## src/design/olsub_defs.svh

```systemverilog
// Offsets, reset values and source codes for the output line block.
// Assumes a plain register port with word addresses and 32-bit data.
`ifndef OLSUB_DEFS_SVH
`define OLSUB_DEFS_SVH

`define OLSUB_ADDR_W 8
`define OLSUB_OFF_PIN_INDEX 8'h00
`define OLSUB_OFF_PIN_DIR 8'h01
`define OLSUB_OFF_PIN_FLIP 8'h02
`define OLSUB_OFF_SOURCE 8'h03
`define OLSUB_OFF_FORMAT 8'h04
`define OLSUB_OFF_BIT_INDEX 8'h05
`define OLSUB_OFF_BIT_LEVEL 8'h06
`define OLSUB_OFF_WORD 8'h07
`define OLSUB_OFF_WRITE_EN 8'h08
`define OLSUB_OFF_PIN_STATE 8'h09

`define OLSUB_SRC_OFF 8'h00
`define OLSUB_SRC_CAP_WAIT 8'h01
`define OLSUB_SRC_CAP_RUN 8'h02
`define OLSUB_SRC_IMG_WAIT 8'h03
`define OLSUB_SRC_IMG_RUN 8'h04
`define OLSUB_SRC_INTEG 8'h05
`define OLSUB_SRC_PULSE_BASE 8'h10
`define OLSUB_SRC_TALLY_BASE 8'h20
`define OLSUB_SRC_SOFT_BASE 8'h40

`define OLSUB_FMT_RST 8'h01
`define OLSUB_WRITE_EN_RST 32'hffffffff

`endif

```

## src/design/olsub_pkg.sv

```systemverilog
// Types shared by the output line block.
// Assumes olsub_defs.svh for numeric constants.
package olsub_pkg;
    typedef struct packed {
        logic capture_awaiting_trigger;
        logic capture_in_progress;
        logic image_awaiting_trigger;
        logic image_in_progress;
        logic integration_in_progress;
    } olsub_acq_t;

    typedef struct packed {
        logic wr;
        logic rd;
        logic [7:0] addr;
        logic [31:0] wdata;
    } olsub_bus_t;
endpackage

```

## src/design/olsub_lines.sv

```systemverilog
// Output line source selection and soft output bits for a set of connector lines.
// Assumes a register master with one-cycle strobes and pins resolved by the bench.
// How it works
// RULE1 - A line outputs its chosen source only while set to output direction.
// RULE2 - Source off disables the driver, leaving the pin tri-stated.
// RULE3 - Capture-awaiting-trigger and capture-in-progress are selectable sources.
// RULE4 - Image-awaiting-trigger and image-in-progress are selectable sources.
// RULE5 - Integration-in-progress is a selectable source.
// RULE6 - Each pulse generator's running state is a selectable source.
// RULE7 - Each tally's counting state is a selectable source.
// RULE8 - A soft bit source drives the stored value of that bit.
// RULE9 - Soft bit index n addresses bit n, counting from zero.
// RULE10 - Writing the bit level sets or clears only the indexed bit.
// RULE11 - Whole word write sets soft bits, bit 0 to soft bit zero.
// RULE12 - Whole word write changes only bits whose write enable is one.
// RULE13 - The single bit path ignores the whole word write enable.
// RULE14 - Two-way lines come up as inputs.
// RULE15 - Polarity flip is applied after source selection.
// RULE16 - Sources reset to off and soft bits reset to low.
//
// The register addresses and the plain strobed port were decided locally.
`timescale 1ns/1ps
`include "olsub_defs.svh"

module olsub_lines
    import olsub_pkg::*;
#(
    parameter int LINES = 4,
    parameter int SOFT_BITS = 8,
    parameter int PULSE_GENS = 2,
    parameter int TALLIES = 2
) (
    input wire logic core_clk_in, // 40 MHz clock
    input wire logic sys_rst_in, // synchronous reset, active high
    input wire olsub_bus_t bus_in, // register request
    output logic [31:0] rdata_out, // read data, cycle after read strobe
    input wire olsub_acq_t acq_in, // acquisition status levels
    input wire logic [PULSE_GENS-1:0] pulse_gen_running_in, // pulse generators active
    input wire logic [TALLIES-1:0] tally_running_in, // tallies counting
    input wire logic [LINES-1:0] pin_in, // pin levels as seen
    output logic [LINES-1:0] pin_out, // pin drive levels
    output logic [LINES-1:0] pin_oe_out // pin drive enables
);
    logic [7:0] pin_index_ff;
    logic [LINES-1:0] pin_direction_ff;
    logic [LINES-1:0] pin_polarity_flip_ff;
    logic [7:0] source_ff [LINES];
    logic [7:0] format_ff [LINES];
    logic [7:0] soft_bit_index_ff;
    logic [SOFT_BITS-1:0] soft_bits_ff;
    logic [SOFT_BITS-1:0] write_enable_ff;
    logic [31:0] rdata_ff;
    logic [LINES-1:0] pin_level_ff;
    logic [LINES-1:0] pin_oe_ff;
    logic sel_ok;
    logic [LINES-1:0] sel_dec;

    assign sel_ok = pin_index_ff < 8'(LINES);

    always_comb begin
        for (int i = 0; i < LINES; i++) begin
            sel_dec[i] = sel_ok && (pin_index_ff == 8'(i));
        end
    end

    // Picks one internal level; unknown codes give low so a bad setting stays quiet.
    function automatic logic pick_source(input logic [7:0] code,
                                         input olsub_acq_t acq,
                                         input logic [PULSE_GENS-1:0] pg,
                                         input logic [TALLIES-1:0] ty,
                                         input logic [SOFT_BITS-1:0] sb);
        logic v;
        v = 1'b0;
        case (code)
            `OLSUB_SRC_CAP_WAIT: v = acq.capture_awaiting_trigger; // RULE3
            `OLSUB_SRC_CAP_RUN: v = acq.capture_in_progress; // RULE3
            `OLSUB_SRC_IMG_WAIT: v = acq.image_awaiting_trigger; // RULE4
            `OLSUB_SRC_IMG_RUN: v = acq.image_in_progress; // RULE4
            `OLSUB_SRC_INTEG: v = acq.integration_in_progress; // RULE5
            default: begin
                for (int k = 0; k < PULSE_GENS; k++) begin
                    if (code == `OLSUB_SRC_PULSE_BASE + 8'(k)) v = pg[k]; // RULE6
                end
                for (int k = 0; k < TALLIES; k++) begin
                    if (code == `OLSUB_SRC_TALLY_BASE + 8'(k)) v = ty[k]; // RULE7
                end
                for (int k = 0; k < SOFT_BITS; k++) begin
                    if (code == `OLSUB_SRC_SOFT_BASE + 8'(k)) v = sb[k]; // RULE8
                end
            end
        endcase
        return v;
    endfunction

    always_ff @(posedge core_clk_in) begin
        if (sys_rst_in) begin
            pin_index_ff <= 8'h00;
        end else if (bus_in.wr && bus_in.addr == `OLSUB_OFF_PIN_INDEX) begin
            pin_index_ff <= bus_in.wdata[7:0];
        end
    end

    always_ff @(posedge core_clk_in) begin
        if (sys_rst_in) begin
            pin_direction_ff <= '0; // RULE14
            pin_polarity_flip_ff <= '0;
        end else if (bus_in.wr) begin
            for (int i = 0; i < LINES; i++) begin
                if (sel_dec[i] && bus_in.addr == `OLSUB_OFF_PIN_DIR) begin
                    pin_direction_ff[i] <= bus_in.wdata[0];
                end
                if (sel_dec[i] && bus_in.addr == `OLSUB_OFF_PIN_FLIP) begin
                    pin_polarity_flip_ff[i] <= bus_in.wdata[0];
                end
            end
        end
    end

    always_ff @(posedge core_clk_in) begin
        if (sys_rst_in) begin
            for (int i = 0; i < LINES; i++) begin
                source_ff[i] <= `OLSUB_SRC_OFF; // RULE16
                format_ff[i] <= `OLSUB_FMT_RST;
            end
        end else if (bus_in.wr) begin
            for (int i = 0; i < LINES; i++) begin
                if (sel_dec[i] && bus_in.addr == `OLSUB_OFF_SOURCE) begin
                    source_ff[i] <= bus_in.wdata[7:0];
                end
                if (sel_dec[i] && bus_in.addr == `OLSUB_OFF_FORMAT) begin
                    format_ff[i] <= bus_in.wdata[7:0];
                end
            end
        end
    end

    always_ff @(posedge core_clk_in) begin
        if (sys_rst_in) begin
            soft_bit_index_ff <= 8'h00;
            write_enable_ff <= SOFT_BITS'(`OLSUB_WRITE_EN_RST);
        end else if (bus_in.wr) begin
            if (bus_in.addr == `OLSUB_OFF_BIT_INDEX) begin
                soft_bit_index_ff <= bus_in.wdata[7:0];
            end
            if (bus_in.addr == `OLSUB_OFF_WRITE_EN) begin
                write_enable_ff <= bus_in.wdata[SOFT_BITS-1:0];
            end
        end
    end

    always_ff @(posedge core_clk_in) begin
        if (sys_rst_in) begin
            soft_bits_ff <= '0; // RULE16
        end else if (bus_in.wr && bus_in.addr == `OLSUB_OFF_BIT_LEVEL) begin
            for (int k = 0; k < SOFT_BITS; k++) begin
                if (soft_bit_index_ff == 8'(k)) begin // RULE9
                    soft_bits_ff[k] <= bus_in.wdata[0]; // RULE10 RULE13
                end
            end
        end else if (bus_in.wr && bus_in.addr == `OLSUB_OFF_WORD) begin
            soft_bits_ff <= (soft_bits_ff & ~write_enable_ff)
                | (bus_in.wdata[SOFT_BITS-1:0] & write_enable_ff); // RULE11 RULE12
        end
    end

    // Drive path is registered so pins never glitch while a source code changes.
    always_ff @(posedge core_clk_in) begin
        if (sys_rst_in) begin
            pin_level_ff <= '0;
            pin_oe_ff <= '0;
        end else begin
            for (int i = 0; i < LINES; i++) begin
                pin_oe_ff[i] <= pin_direction_ff[i]
                    && source_ff[i] != `OLSUB_SRC_OFF; // RULE1 RULE2
                pin_level_ff[i] <= pin_polarity_flip_ff[i]
                    ^ pick_source(source_ff[i], acq_in, pulse_gen_running_in,
                                  tally_running_in, soft_bits_ff); // RULE15
            end
        end
    end

    assign pin_out = pin_level_ff;
    assign pin_oe_out = pin_oe_ff;

    always_ff @(posedge core_clk_in) begin
        if (sys_rst_in) begin
            rdata_ff <= 32'h00000000;
        end else if (bus_in.rd) begin
            rdata_ff <= 32'h00000000;
            case (bus_in.addr)
                `OLSUB_OFF_PIN_INDEX: rdata_ff[7:0] <= pin_index_ff;
                `OLSUB_OFF_BIT_INDEX: rdata_ff[7:0] <= soft_bit_index_ff;
                `OLSUB_OFF_WORD: rdata_ff[SOFT_BITS-1:0] <= soft_bits_ff;
                `OLSUB_OFF_WRITE_EN: rdata_ff[SOFT_BITS-1:0] <= write_enable_ff;
                `OLSUB_OFF_BIT_LEVEL: begin
                    for (int k = 0; k < SOFT_BITS; k++) begin
                        if (soft_bit_index_ff == 8'(k)) rdata_ff[0] <= soft_bits_ff[k];
                    end
                end
                `OLSUB_OFF_PIN_STATE: rdata_ff[LINES-1:0] <= pin_in ^ pin_polarity_flip_ff;
                default: begin
                    for (int i = 0; i < LINES; i++) begin
                        if (sel_dec[i]) begin
                            case (bus_in.addr)
                                `OLSUB_OFF_PIN_DIR: rdata_ff[0] <= pin_direction_ff[i];
                                `OLSUB_OFF_PIN_FLIP: rdata_ff[0] <= pin_polarity_flip_ff[i];
                                `OLSUB_OFF_SOURCE: rdata_ff[7:0] <= source_ff[i];
                                `OLSUB_OFF_FORMAT: rdata_ff[7:0] <= format_ff[i];
                                default: rdata_ff[7:0] <= 8'h00;
                            endcase
                        end
                    end
                end
            endcase
        end else begin
            rdata_ff <= 32'h00000000;
        end
    end

    assign rdata_out = rdata_ff;

    property p_off_tristate;
        @(posedge core_clk_in) disable iff (sys_rst_in)
        (source_ff[0] == `OLSUB_SRC_OFF) |=> !pin_oe_out[0];
    endproperty
    a_off_tristate: assert property (p_off_tristate) else $error("line 0 driven while off"); // RULE2

    property p_input_no_drive;
        @(posedge core_clk_in) disable iff (sys_rst_in)
        !pin_direction_ff[0] |=> !pin_oe_out[0];
    endproperty
    a_input_no_drive: assert property (p_input_no_drive) else $error("input line driven"); // RULE1

    property p_integ_route;
        @(posedge core_clk_in) disable iff (sys_rst_in)
        (source_ff[0] == `OLSUB_SRC_INTEG && !pin_polarity_flip_ff[0])
            |=> pin_out[0] == $past(acq_in.integration_in_progress);
    endproperty
    a_integ_route: assert property (p_integ_route) else $error("integration not routed"); // RULE5

    property p_flip;
        @(posedge core_clk_in) disable iff (sys_rst_in)
        (source_ff[0] == `OLSUB_SRC_CAP_RUN && pin_polarity_flip_ff[0])
            |=> pin_out[0] == !$past(acq_in.capture_in_progress);
    endproperty
    a_flip: assert property (p_flip) else $error("flip not applied"); // RULE15

    property p_soft_route;
        @(posedge core_clk_in) disable iff (sys_rst_in)
        (source_ff[0] == `OLSUB_SRC_SOFT_BASE && !pin_polarity_flip_ff[0])
            |=> pin_out[0] == $past(soft_bits_ff[0]);
    endproperty
    a_soft_route: assert property (p_soft_route) else $error("soft bit not routed"); // RULE8

    property p_bit_write;
        @(posedge core_clk_in) disable iff (sys_rst_in)
        (bus_in.wr && bus_in.addr == `OLSUB_OFF_BIT_LEVEL && soft_bit_index_ff == 8'h00)
            |=> soft_bits_ff[0] == $past(bus_in.wdata[0]);
    endproperty
    a_bit_write: assert property (p_bit_write) else $error("bit write lost"); // RULE10

    property p_bit_others;
        @(posedge core_clk_in) disable iff (sys_rst_in)
        (bus_in.wr && bus_in.addr == `OLSUB_OFF_BIT_LEVEL && soft_bit_index_ff != 8'h00)
            |=> soft_bits_ff[0] == $past(soft_bits_ff[0]);
    endproperty
    a_bit_others: assert property (p_bit_others) else $error("other bit disturbed"); // RULE10

    property p_mask;
        @(posedge core_clk_in) disable iff (sys_rst_in)
        (bus_in.wr && bus_in.addr == `OLSUB_OFF_WORD && !write_enable_ff[0])
            |=> $stable(soft_bits_ff[0]);
    endproperty
    a_mask: assert property (p_mask) else $error("masked bit changed"); // RULE12

    property p_word;
        @(posedge core_clk_in) disable iff (sys_rst_in)
        (bus_in.wr && bus_in.addr == `OLSUB_OFF_WORD && write_enable_ff[0])
            |=> soft_bits_ff[0] == $past(bus_in.wdata[0]);
    endproperty
    a_word: assert property (p_word) else $error("word write lost"); // RULE11

    // Line 0 stands for every line here, since one loop builds the drive path of all lines.
    property p_drive_on;
        @(posedge core_clk_in) disable iff (sys_rst_in)
        (pin_direction_ff[0] && source_ff[0] != `OLSUB_SRC_OFF) |=> pin_oe_out[0];
    endproperty
    a_drive_on: assert property (p_drive_on) else $error("output line not driven"); // RULE1

    property p_cap_wait;
        @(posedge core_clk_in) disable iff (sys_rst_in)
        (source_ff[0] == `OLSUB_SRC_CAP_WAIT && !pin_polarity_flip_ff[0])
            |=> pin_out[0] == $past(acq_in.capture_awaiting_trigger);
    endproperty
    a_cap_wait: assert property (p_cap_wait) else $error("capture wait lost"); // RULE3

    property p_img_run;
        @(posedge core_clk_in) disable iff (sys_rst_in)
        (source_ff[0] == `OLSUB_SRC_IMG_RUN && !pin_polarity_flip_ff[0])
            |=> pin_out[0] == $past(acq_in.image_in_progress);
    endproperty
    a_img_run: assert property (p_img_run) else $error("image run lost"); // RULE4

    property p_pulse0;
        @(posedge core_clk_in) disable iff (sys_rst_in)
        (source_ff[0] == `OLSUB_SRC_PULSE_BASE && !pin_polarity_flip_ff[0])
            |=> pin_out[0] == $past(pulse_gen_running_in[0]);
    endproperty
    a_pulse0: assert property (p_pulse0) else $error("pulse generator lost"); // RULE6

    property p_tally0;
        @(posedge core_clk_in) disable iff (sys_rst_in)
        (source_ff[0] == `OLSUB_SRC_TALLY_BASE && !pin_polarity_flip_ff[0])
            |=> pin_out[0] == $past(tally_running_in[0]);
    endproperty
    a_tally0: assert property (p_tally0) else $error("tally state lost"); // RULE7

    property p_idx_range;
        @(posedge core_clk_in) disable iff (sys_rst_in)
        (bus_in.wr && bus_in.addr == `OLSUB_OFF_BIT_LEVEL
            && soft_bit_index_ff >= 8'(SOFT_BITS)) |=> $stable(soft_bits_ff);
    endproperty
    a_idx_range: assert property (p_idx_range) else $error("bad index wrote a bit"); // RULE9

    property p_mask_all;
        @(posedge core_clk_in) disable iff (sys_rst_in)
        (bus_in.wr && bus_in.addr == `OLSUB_OFF_WORD)
            |=> ((soft_bits_ff ^ $past(soft_bits_ff)) & ~$past(write_enable_ff)) == '0;
    endproperty
    a_mask_all: assert property (p_mask_all) else $error("disabled bit changed"); // RULE12

    property p_bit_one;
        @(posedge core_clk_in) disable iff (sys_rst_in)
        (bus_in.wr && bus_in.addr == `OLSUB_OFF_BIT_LEVEL)
            |=> $countones(soft_bits_ff ^ $past(soft_bits_ff)) <= 1;
    endproperty
    a_bit_one: assert property (p_bit_one) else $error("bit write hit many bits"); // RULE10

    property p_rst_quiet;
        @(posedge core_clk_in)
        sys_rst_in |=> (pin_oe_out == '0 && soft_bits_ff == '0
            && source_ff[0] == `OLSUB_SRC_OFF);
    endproperty
    a_rst_quiet: assert property (p_rst_quiet) else $error("reset state wrong"); // RULE16

    property p_rst_input;
        @(posedge core_clk_in)
        sys_rst_in |=> pin_direction_ff == '0;
    endproperty
    a_rst_input: assert property (p_rst_input) else $error("line not input after reset"); // RULE14
endmodule

```

## config.mk

```make
export PLATFORM = sky130hd
export DESIGN_NAME = olsub_lines
export DESIGN_NICKNAME = d
export VERILOG_FILES = /design/src/design/olsub_pkg.sv /design/src/design/olsub_lines.sv
export VERILOG_INCLUDE_DIRS = /design/src /design/src/design
export SDC_FILE = /design/constraint.sdc
export NUM_CORES = 1
export LEC_CHECK = 0
export BUFFER_PORTS_ARGS = -buffer_cell sky130_fd_sc_hd__buf_2
export CORE_UTILIZATION = 32
export CTS_CLUSTER_DIAMETER = 100
export CTS_CLUSTER_SIZE = 10
export DETAILED_ROUTE_END_ITERATION = 10
export HOLD_SLACK_MARGIN = 0.1
export MAX_ROUTING_LAYER = met4
export SLEW_MARGIN = 20
export SYNTH_ARGS = -nofsm -noshare
export SYNTH_HDL_FRONTEND = slang
export SYNTH_SLANG_ARGS = --single-unit
```

## constraint.sdc

```tcl
create_clock -name core_clk_in -period 3 [get_ports core_clk_in]
set_input_delay 0.45 -clock core_clk_in [delete_from_list [all_inputs] [get_ports core_clk_in]]
set_output_delay 0.45 -clock core_clk_in [all_outputs]
set_load 0.01 [all_outputs]
```

==> summary.md, run 1 <==
| Metric | Value |
|---|---|
| Fraction of final layout cells with drive strength greater than 1 | 17.1% |
| Area growth from synthesis to final layout | 14.7% |
| Multi-input gate area | 0.00358 mm² |
| Wire length of the first global-routing pass | 33.2 mm |
| Post-detailed-placement half-perimeter wirelength | 15.6 mm |
| Die Y | 150 µm |
| Count of state elements after synthesis | 120 |
| Count of antenna-violating nets left after detailed routing | 0 |
| CTS Root Buffer Type | clkbuf_16 |
| Number of fillers in the final layout | 2108 |
| Worst EP arrival | 2.83 ns |
| Synthesized area divided by synthesized cell count | 9.80 µm² |
| Floorplan die width | 150 µm |
| Power density over the cells | 515 mW/mm² |
| Largest clock skew in the final design | 0.00626 ns |
| Drt initial violations | 586 |
| Standard-cell rows | 53 |
| Core box area | 0.0212 mm² |
| Final Hold Fails | 0 |
| CTS Buffer Depth | 2 |
| Area share of the largest cell type after synthesis | 27.6% |
| Worst Setup Path Type | flip-flop to flip-flop |
| Main synth FF type | edfxtp_1 |
| Largest net degree at the start of global routing | 36 |
| Status | finished clean |
| Per-cell routed wire length | 21.1 µm |
| Number of setup buffers added after CTS | 0 |
| Total congestion overflow after global routing | 0 |
| Unique masters post-synth | 69 |
| Slew at the pin with the worst max-slew slack | 0.814 ns |
| Instance count of the mapped netlist | 711 |
| First-pass detailed-route iteration total | 5 |
| Vias per inst | 5.65 |
| Combined global-route utilization of all metal layers | 21.1% |
| Pleak | 2.91 nW |
| Routability cong. | 0.880 |
| Sequential cell area in the final layout | 0.00304 mm² |
| Number of top-level pins | 97 |
| Final slew viol count | 0 |
| Number of placed instances, taps included | 1005 |
| Setup-failing EPs final | 0 |
| Final min period | 2.51 ns |
| Total Nets Final | 806 |
| Yosys top cell by area | edfxtp_1 |
| Max Clock Freq | 398 MHz |
| Data required time at the worst endpoint | 3.31 ns |
| Detailed-route DRC error count | 0 |
| Total clock sinks | 120 |
| Post_cts resized | 0 |
| Combinational cell fraction of total power | 6.0% |
| Proportion of power drawn by the clock network | 50.0% |
| CP startpoint kind | flip-flop |
| Hold path start | bus_in[38] |
| Maximum level of the CTS H-tree | 4 |
| Fraction of the yosys area taken by sequential cells | 43.7% |
| Number of warning messages in the yosys log | 0 |
| Cell internal pwr | 3.14 mW |
| Worst Setup End Kind | flip-flop |
| Starting utilization of the core area | 32.9% |
| Max-Cap Viols | 0 |
| Post-synth EDFFs | 64 |
| Clock Pin Slew Worst Setup and Hold Paths | 0.06 ns |
| DRT Wirelength | 21.9 mm |
| Part of the power in registers | 44.0% |
| Worst setup slack after placement | 0.405 ns |
| Final non-filler cell total | 1037 |
| Clock buffers created by TritonCTS | 17 |
| Switching part of the total power | 23.6% |
| Vias after detailed routing | 5864 |
| Area of the die | 0.0224 mm² |
| Total Negative Setup Slacks | 0 ns |
| Leading post-synthesis cells by cell area | edfxtp_1 28%, dfxtp_1 16%, mux2i_1 5.9% |
| Via count of the first global-routing pass | 5385 |
| Worst setup startpoint | source_ff[1][0] |
| TritonCTS clock tree | done |
| Critical R2R Launch | source_ff[1][0] |
| Area of the mapped netlist | 0.00697 mm² |
| Tightest slew margin relative to the limit | 44.3% |
| Maximum fanout along the worst path | 9 |
| Number of antenna violations at the first check in global routing | 1 |
| Psw | 972 µW |
| Ant diodes | 0 |
| CTS Hold Bufs | 0 |
| Class of the worst hold path | input pin to flip-flop |
| Port Buffers | 48 |
| Latest clock arrival within the worst-skew pair | 0.43 ns |
| Proportion of register bits with asynchronous set or reset after synthesis | 0% |
| Period utilization | 83.8% |
| Worst Slack Setup Final | 0.486 ns |
| Maximum resistive drop on vdd | 0.236 mV |
| RSZ-0062 raised after global routing | no |
-- logic make-up (layout without fill, tap and decap cells) --
group,after synthesis,after routing,synth area share (%)
xor gates and xnor gates,8,8,1.01
other,1,24,0.0538
and+or+nand+nor,281,281,22.6
AOI/OAI and AO/OA,159,159,15.8
muxes,61,61,10.7
buffers and inverters,81,109,6.14
DFF,120,120,43.7
-- through the flow --
step	hold WS (ns)	utilization (%)	cell area [µm²]	total power [mW]
finish	0.425	37.8	8000	4.12
global route	0.447	37.8	8000	4.23
CTS	0.415	37.8	8000	4.13
detailed placement	0.486	35.0	7410	2.09
global placement	0.481	35.0	7410	2.09
floorplan	0.420	-	7050	2.00
-- power by group through the flow --
stage               clock network [mW]  registers (mW)  logic (mW)
floorplan                            0            1.81       0.185
CTS                               2.07            1.81       0.247
finish                            2.06            1.81       0.248
global route                      2.15            1.81       0.270
detailed placement                   0            1.84       0.246
global placement                     0            1.84       0.245
-- layout make-up --
type | count | share of cell area [%]
multi-input cells | 533 | 44.8
flip-flops and latches | 120 | 38.1
clock buffers | 19 | 5.41
repair buffers | 68 | 5.04
well taps | 275 | 4.30
clock inverters | 13 | 1.94
inverters | 9 | 0.423
-- cell usage in the layout, fill, tap and decap left out, types with 10 or more instances in the layout --
master	Yosys	layout
nor2_1	70	70
edfxtp_1	64	64
and2_1	61	61
dfxtp_1	56	56
buf_2	12	48
mux2i_1	41	41
o21ai_0	34	34
a22oi_1	34	34
nand2_1	33	33
conb_1	1	24
a21oi_1	21	21
nor2b_1	19	19
buf_4	27	19
nand3_1	17	17
clkbuf_16	0	17
nor3_1	12	12
mux4_2	10	10
-- per-layer routing --
layer	track usage, %	wire [µm]	up-vias
met5	-	0	-
met2	33.0	10400	298
li1	-	-	2668
met1	26.9	9430	2852
met4	9.13	631	0
met3	3.35	1440	46
-- flip-flops by register name, summed over array words and instances, names as in the netlist, named ones only --
signal and flops:
soft_bit_index_ff 8, write_enable_ff 8, rdata_out 8, pin_oe_out 4, pin_out 4, pin_polarity_flip_ff 4, pin_index_ff 8, pin_direction_ff 4
source_ff 32, format_ff 32
-- synth_stat cells (10+ instances only) --
cell type and n:
nand3_1 17, and2_1 61, mux4_2 10, buf_2 12, buf_4 27, a21oi_1 21, mux2i_1 41, o21ai_0 34
nand2_1 33, a22oi_1 34, edfxtp_1 64, clkbuf_1 31, nor2_1 70, nor3_1 12, nor2b_1 19, dfxtp_1 56
-- final timing paths --
path	endpoint	slack (ns)	depth (start not counted)
setup reg to reg	pin_out[1]	0.49	4
hold reg to reg	pin_oe_out[0]	0.50	1
setup / recovery	pin_out[1]	0.49	4
hold / removal	rdata_out[0]	0.42	4
-- critical path, cell delays in order, from the launching register on --
cell	delay, ns
edfxtp_1	0.61
mux4_2	0.60
mux4_2	0.48
a21oi_1	0.35
mux2_1	0.36
Note: power is estimated with default switching activity, not from simulation.
==> inputs of run 2 (changes only) <==
==> constraint.sdc (replaced) <==
create_clock -name core_clk_in -period 2.6 [get_ports core_clk_in]
set_input_delay 0.39 -clock core_clk_in [delete_from_list [all_inputs] [get_ports core_clk_in]]
set_output_delay 0.39 -clock core_clk_in [all_outputs]
set_load 0.01 [all_outputs]
==> summary.md, run 2 (synthesis gave the netlist of run 1 again) <==
| Metric | Value |
|---|---|
| FF-to-FF path depth | 4 (unchanged) |
| Largest net degree at the start of global routing | 24 (-33%) |
| Detailed-route DRC error count | 0 (unchanged) |
| Kind of cell adding the most delay to the critical path | multiplexers |
| Wire length of the first global-routing pass | 34.3 mm (+3.2%) |
| Clock Pin Slew Worst Setup and Hold Paths | 0.06 ns (about the same) |
| Max Clock Freq | 413 MHz (+3.7%) |
| Number of placed instances, taps included | 1022 (+1.7%) |
| Status | finished clean |
| Final Hold Fails | 0 (unchanged) |
| Class of the worst hold path | input pin to flip-flop |
| WP depth | 4 (unchanged) |
| Routability cong. | 0.910 (+3.5%) |
| Pleak | 3.00 nW (+3.2%) |
| Setup-failing EPs final | 0 (unchanged) |
| Worst Setup End Kind | flip-flop |
| Cell internal pwr | 3.64 mW (+16%) |
| Drt initial violations | 593 (+1.2%) |
| Most frequent standard cell in the layout excluding fill and tap cells | nor2_1 |
| CTS Buffer Depth | 2 (unchanged) |
| Worst Setup Path Type | flip-flop to flip-flop |
| CTS Hold Bufs | 0 (unchanged) |
| Largest clock skew in the final design | 0.0116 ns (+0.00529 ns) |
| Crit path buf inv count | 0 (unchanged) |
| Post-detailed-placement half-perimeter wirelength | 16.1 mm (+3.1%) |
| Maximum fanout along the worst path | 7 (-2) |
| Tightest slew margin relative to the limit | 56.2% (+12 points) |
| Commonest cells after routing, fill and taps aside | 70 x nor2_1, 64 x edfxtp_1, 61 x and2_1 |
| Period utilization | 93.2% (+9.4 points) |
| CP startpoint kind | flip-flop |
| Die Y | 150 µm (unchanged) |
| TritonCTS clock tree | done |
| Area growth from synthesis to final layout | 16.6% |
| Slew at the pin with the worst max-slew slack | 0.655 ns (-0.159 ns) |
| Floorplan die width | 150 µm (unchanged) |
| Core box area | 0.0212 mm² (unchanged) |
| Fraction of final layout cells with drive strength greater than 1 | 19.0% (+1.9 points) |
| Cell with the biggest individual delay on the critical path | edfxtp_1 |
| Data required time at the worst endpoint | 2.91 ns (-0.40 ns) |
| First-pass detailed-route iteration total | 5 (unchanged) |
| Final non-filler cell total | 1054 (+1.6%) |
| Count of antenna-violating nets left after detailed routing | 0 (unchanged) |
| Part of the power in registers | 43.4% (-0.6 points) |
| Worst-path cell chain | mux4_2 > mux4_2 > a21oi_1 > mux2_1 |
| Area of the die | 0.0224 mm² (unchanged) |
| Final slew viol count | 0 (unchanged) |
| Vias after detailed routing | 5959 (+1.6%) |
| Max-Cap Viols | 0 (unchanged) |
| Hold Path Cell Cnt | 2 (-2) |
| Total Negative Setup Slacks | 0 ns (unchanged) |
| Latest clock arrival within the worst-skew pair | 0.43 ns (about the same) |
| Ant diodes | 0 (unchanged) |
| Power density over the cells | 591 mW/mm² (+15%) |
| Clock buffers created by TritonCTS | 17 (unchanged) |
| Final min period | 2.42 ns (-0.0901 ns) |
| CP max stage delay | 0.58 ns (-0.03 ns) |
| Total Nets Final | 823 (+2.1%) |
| Via count of the first global-routing pass | 5666 (+5.2%) |
| CTS Root Buffer Type | clkbuf_16 |
| Port Buffers | 48 (unchanged) |
| Number of antenna violations at the first check in global routing | 0 (-1) |
| Psw | 1.16 mW (+19%) |
| Post_cts resized | 0 (unchanged) |
| DRT Wirelength | 22.6 mm (+3.1%) |
| Starting utilization of the core area | 32.9% (unchanged) |
| Combinational cell fraction of total power | 6.3% (+0.3 points) |
| Maximum resistive drop on vdd | 0.391 mV (+66%) |
| Most common cell type on the critical path | mux4_2 |
| Utilization after layout | 38.4% (+0.61 points) |
| Standard-cell rows | 53 (unchanged) |
| Proportion of power drawn by the clock network | 50.3% (+0.3 points) |
| RSZ-0062 raised after global routing | no |
| Per-cell routed wire length | 21.4 µm (+1.4%) |
| Total congestion overflow after global routing | 0 (unchanged) |
| Switching part of the total power | 24.1% (+0.49 points) |
| Worst EP arrival | 2.73 ns (-0.10 ns) |
| Vias per inst | 5.65 (about the same) |
| Number of setup buffers added after CTS | 0 (unchanged) |
| Combined global-route utilization of all metal layers | 21.6% (+0.53 points) |
| Number of fillers in the final layout | 2101 (-0.33%) |
| Number of top-level pins | 97 (unchanged) |
| Total clock sinks | 120 (unchanged) |
| Top Registers | format_ff (32), source_ff (32) |
| Maximum level of the CTS H-tree | 4 (unchanged) |
## run 2: power groups by stage
stage               sequential, mW  clock, mW  combinational [mW]
global route                  2.09       2.53               0.324
CTS                           2.08       2.45               0.299
global placement              2.12          0               0.297
floorplan                     2.09          0               0.213
detailed placement            2.12          0               0.298
finish                        2.08       2.41               0.301
## run 2: layer usage
metal | track usage (%) | share of wire (%) | wire length, µm | up-vias
li1 | - | - | - | 2702
met1 | 27.6 | 42 | 9590 | 2887
met2 | 32.9 | 46 | 10500 | 307
met3 | 4.18 | 7.7 | 1740 | 63
met4 | 9.85 | 3.3 | 749 | 0
met5 | - | 0 | 0 | -
## run 2: area by class of cell
type                            instances  area [µm²]  share of cell area [%]
Multi-Input combinational cell        533        3580                    44.1
Sequential cell                       120        3040                    37.5
Timing Repair Buffer                   85         518                    6.38
Clock buffer                           17         425                    5.24
Tap cell                              275         344                    4.24
Clock inverter                         15         176                    2.17
Inverter                                9        33.8                   0.416
## run 2: metrics by stage
stage	power, mW	setup WS, ns	cell area, µm²	hold slack (ns)
6_report	4.80	0.176	8120	0.380
3_3_place_gp	2.42	0.162	7520	0.484
3_5_place_dp	2.42	0.185	7520	0.489
5_1_grt	4.94	0.0398	8120	0.403
4_1_cts	4.83	0.193	8120	0.362
2_1_floorplan	2.31	0.325	7050	0.420
## run 2: final timing paths
| check | startpoint | slack, ns | to |
|---|---|---|---|
| setup reg to reg | source_ff[1][0] | 0.18 | pin_out[1] |
| hold reg to reg | pin_direction_ff[0] | 0.50 | pin_oe_out[0] |
| setup / recovery | source_ff[1][0] | 0.18 | pin_out[1] |
| hold / removal | sys_rst_in | 0.38 | pin_out[2] |
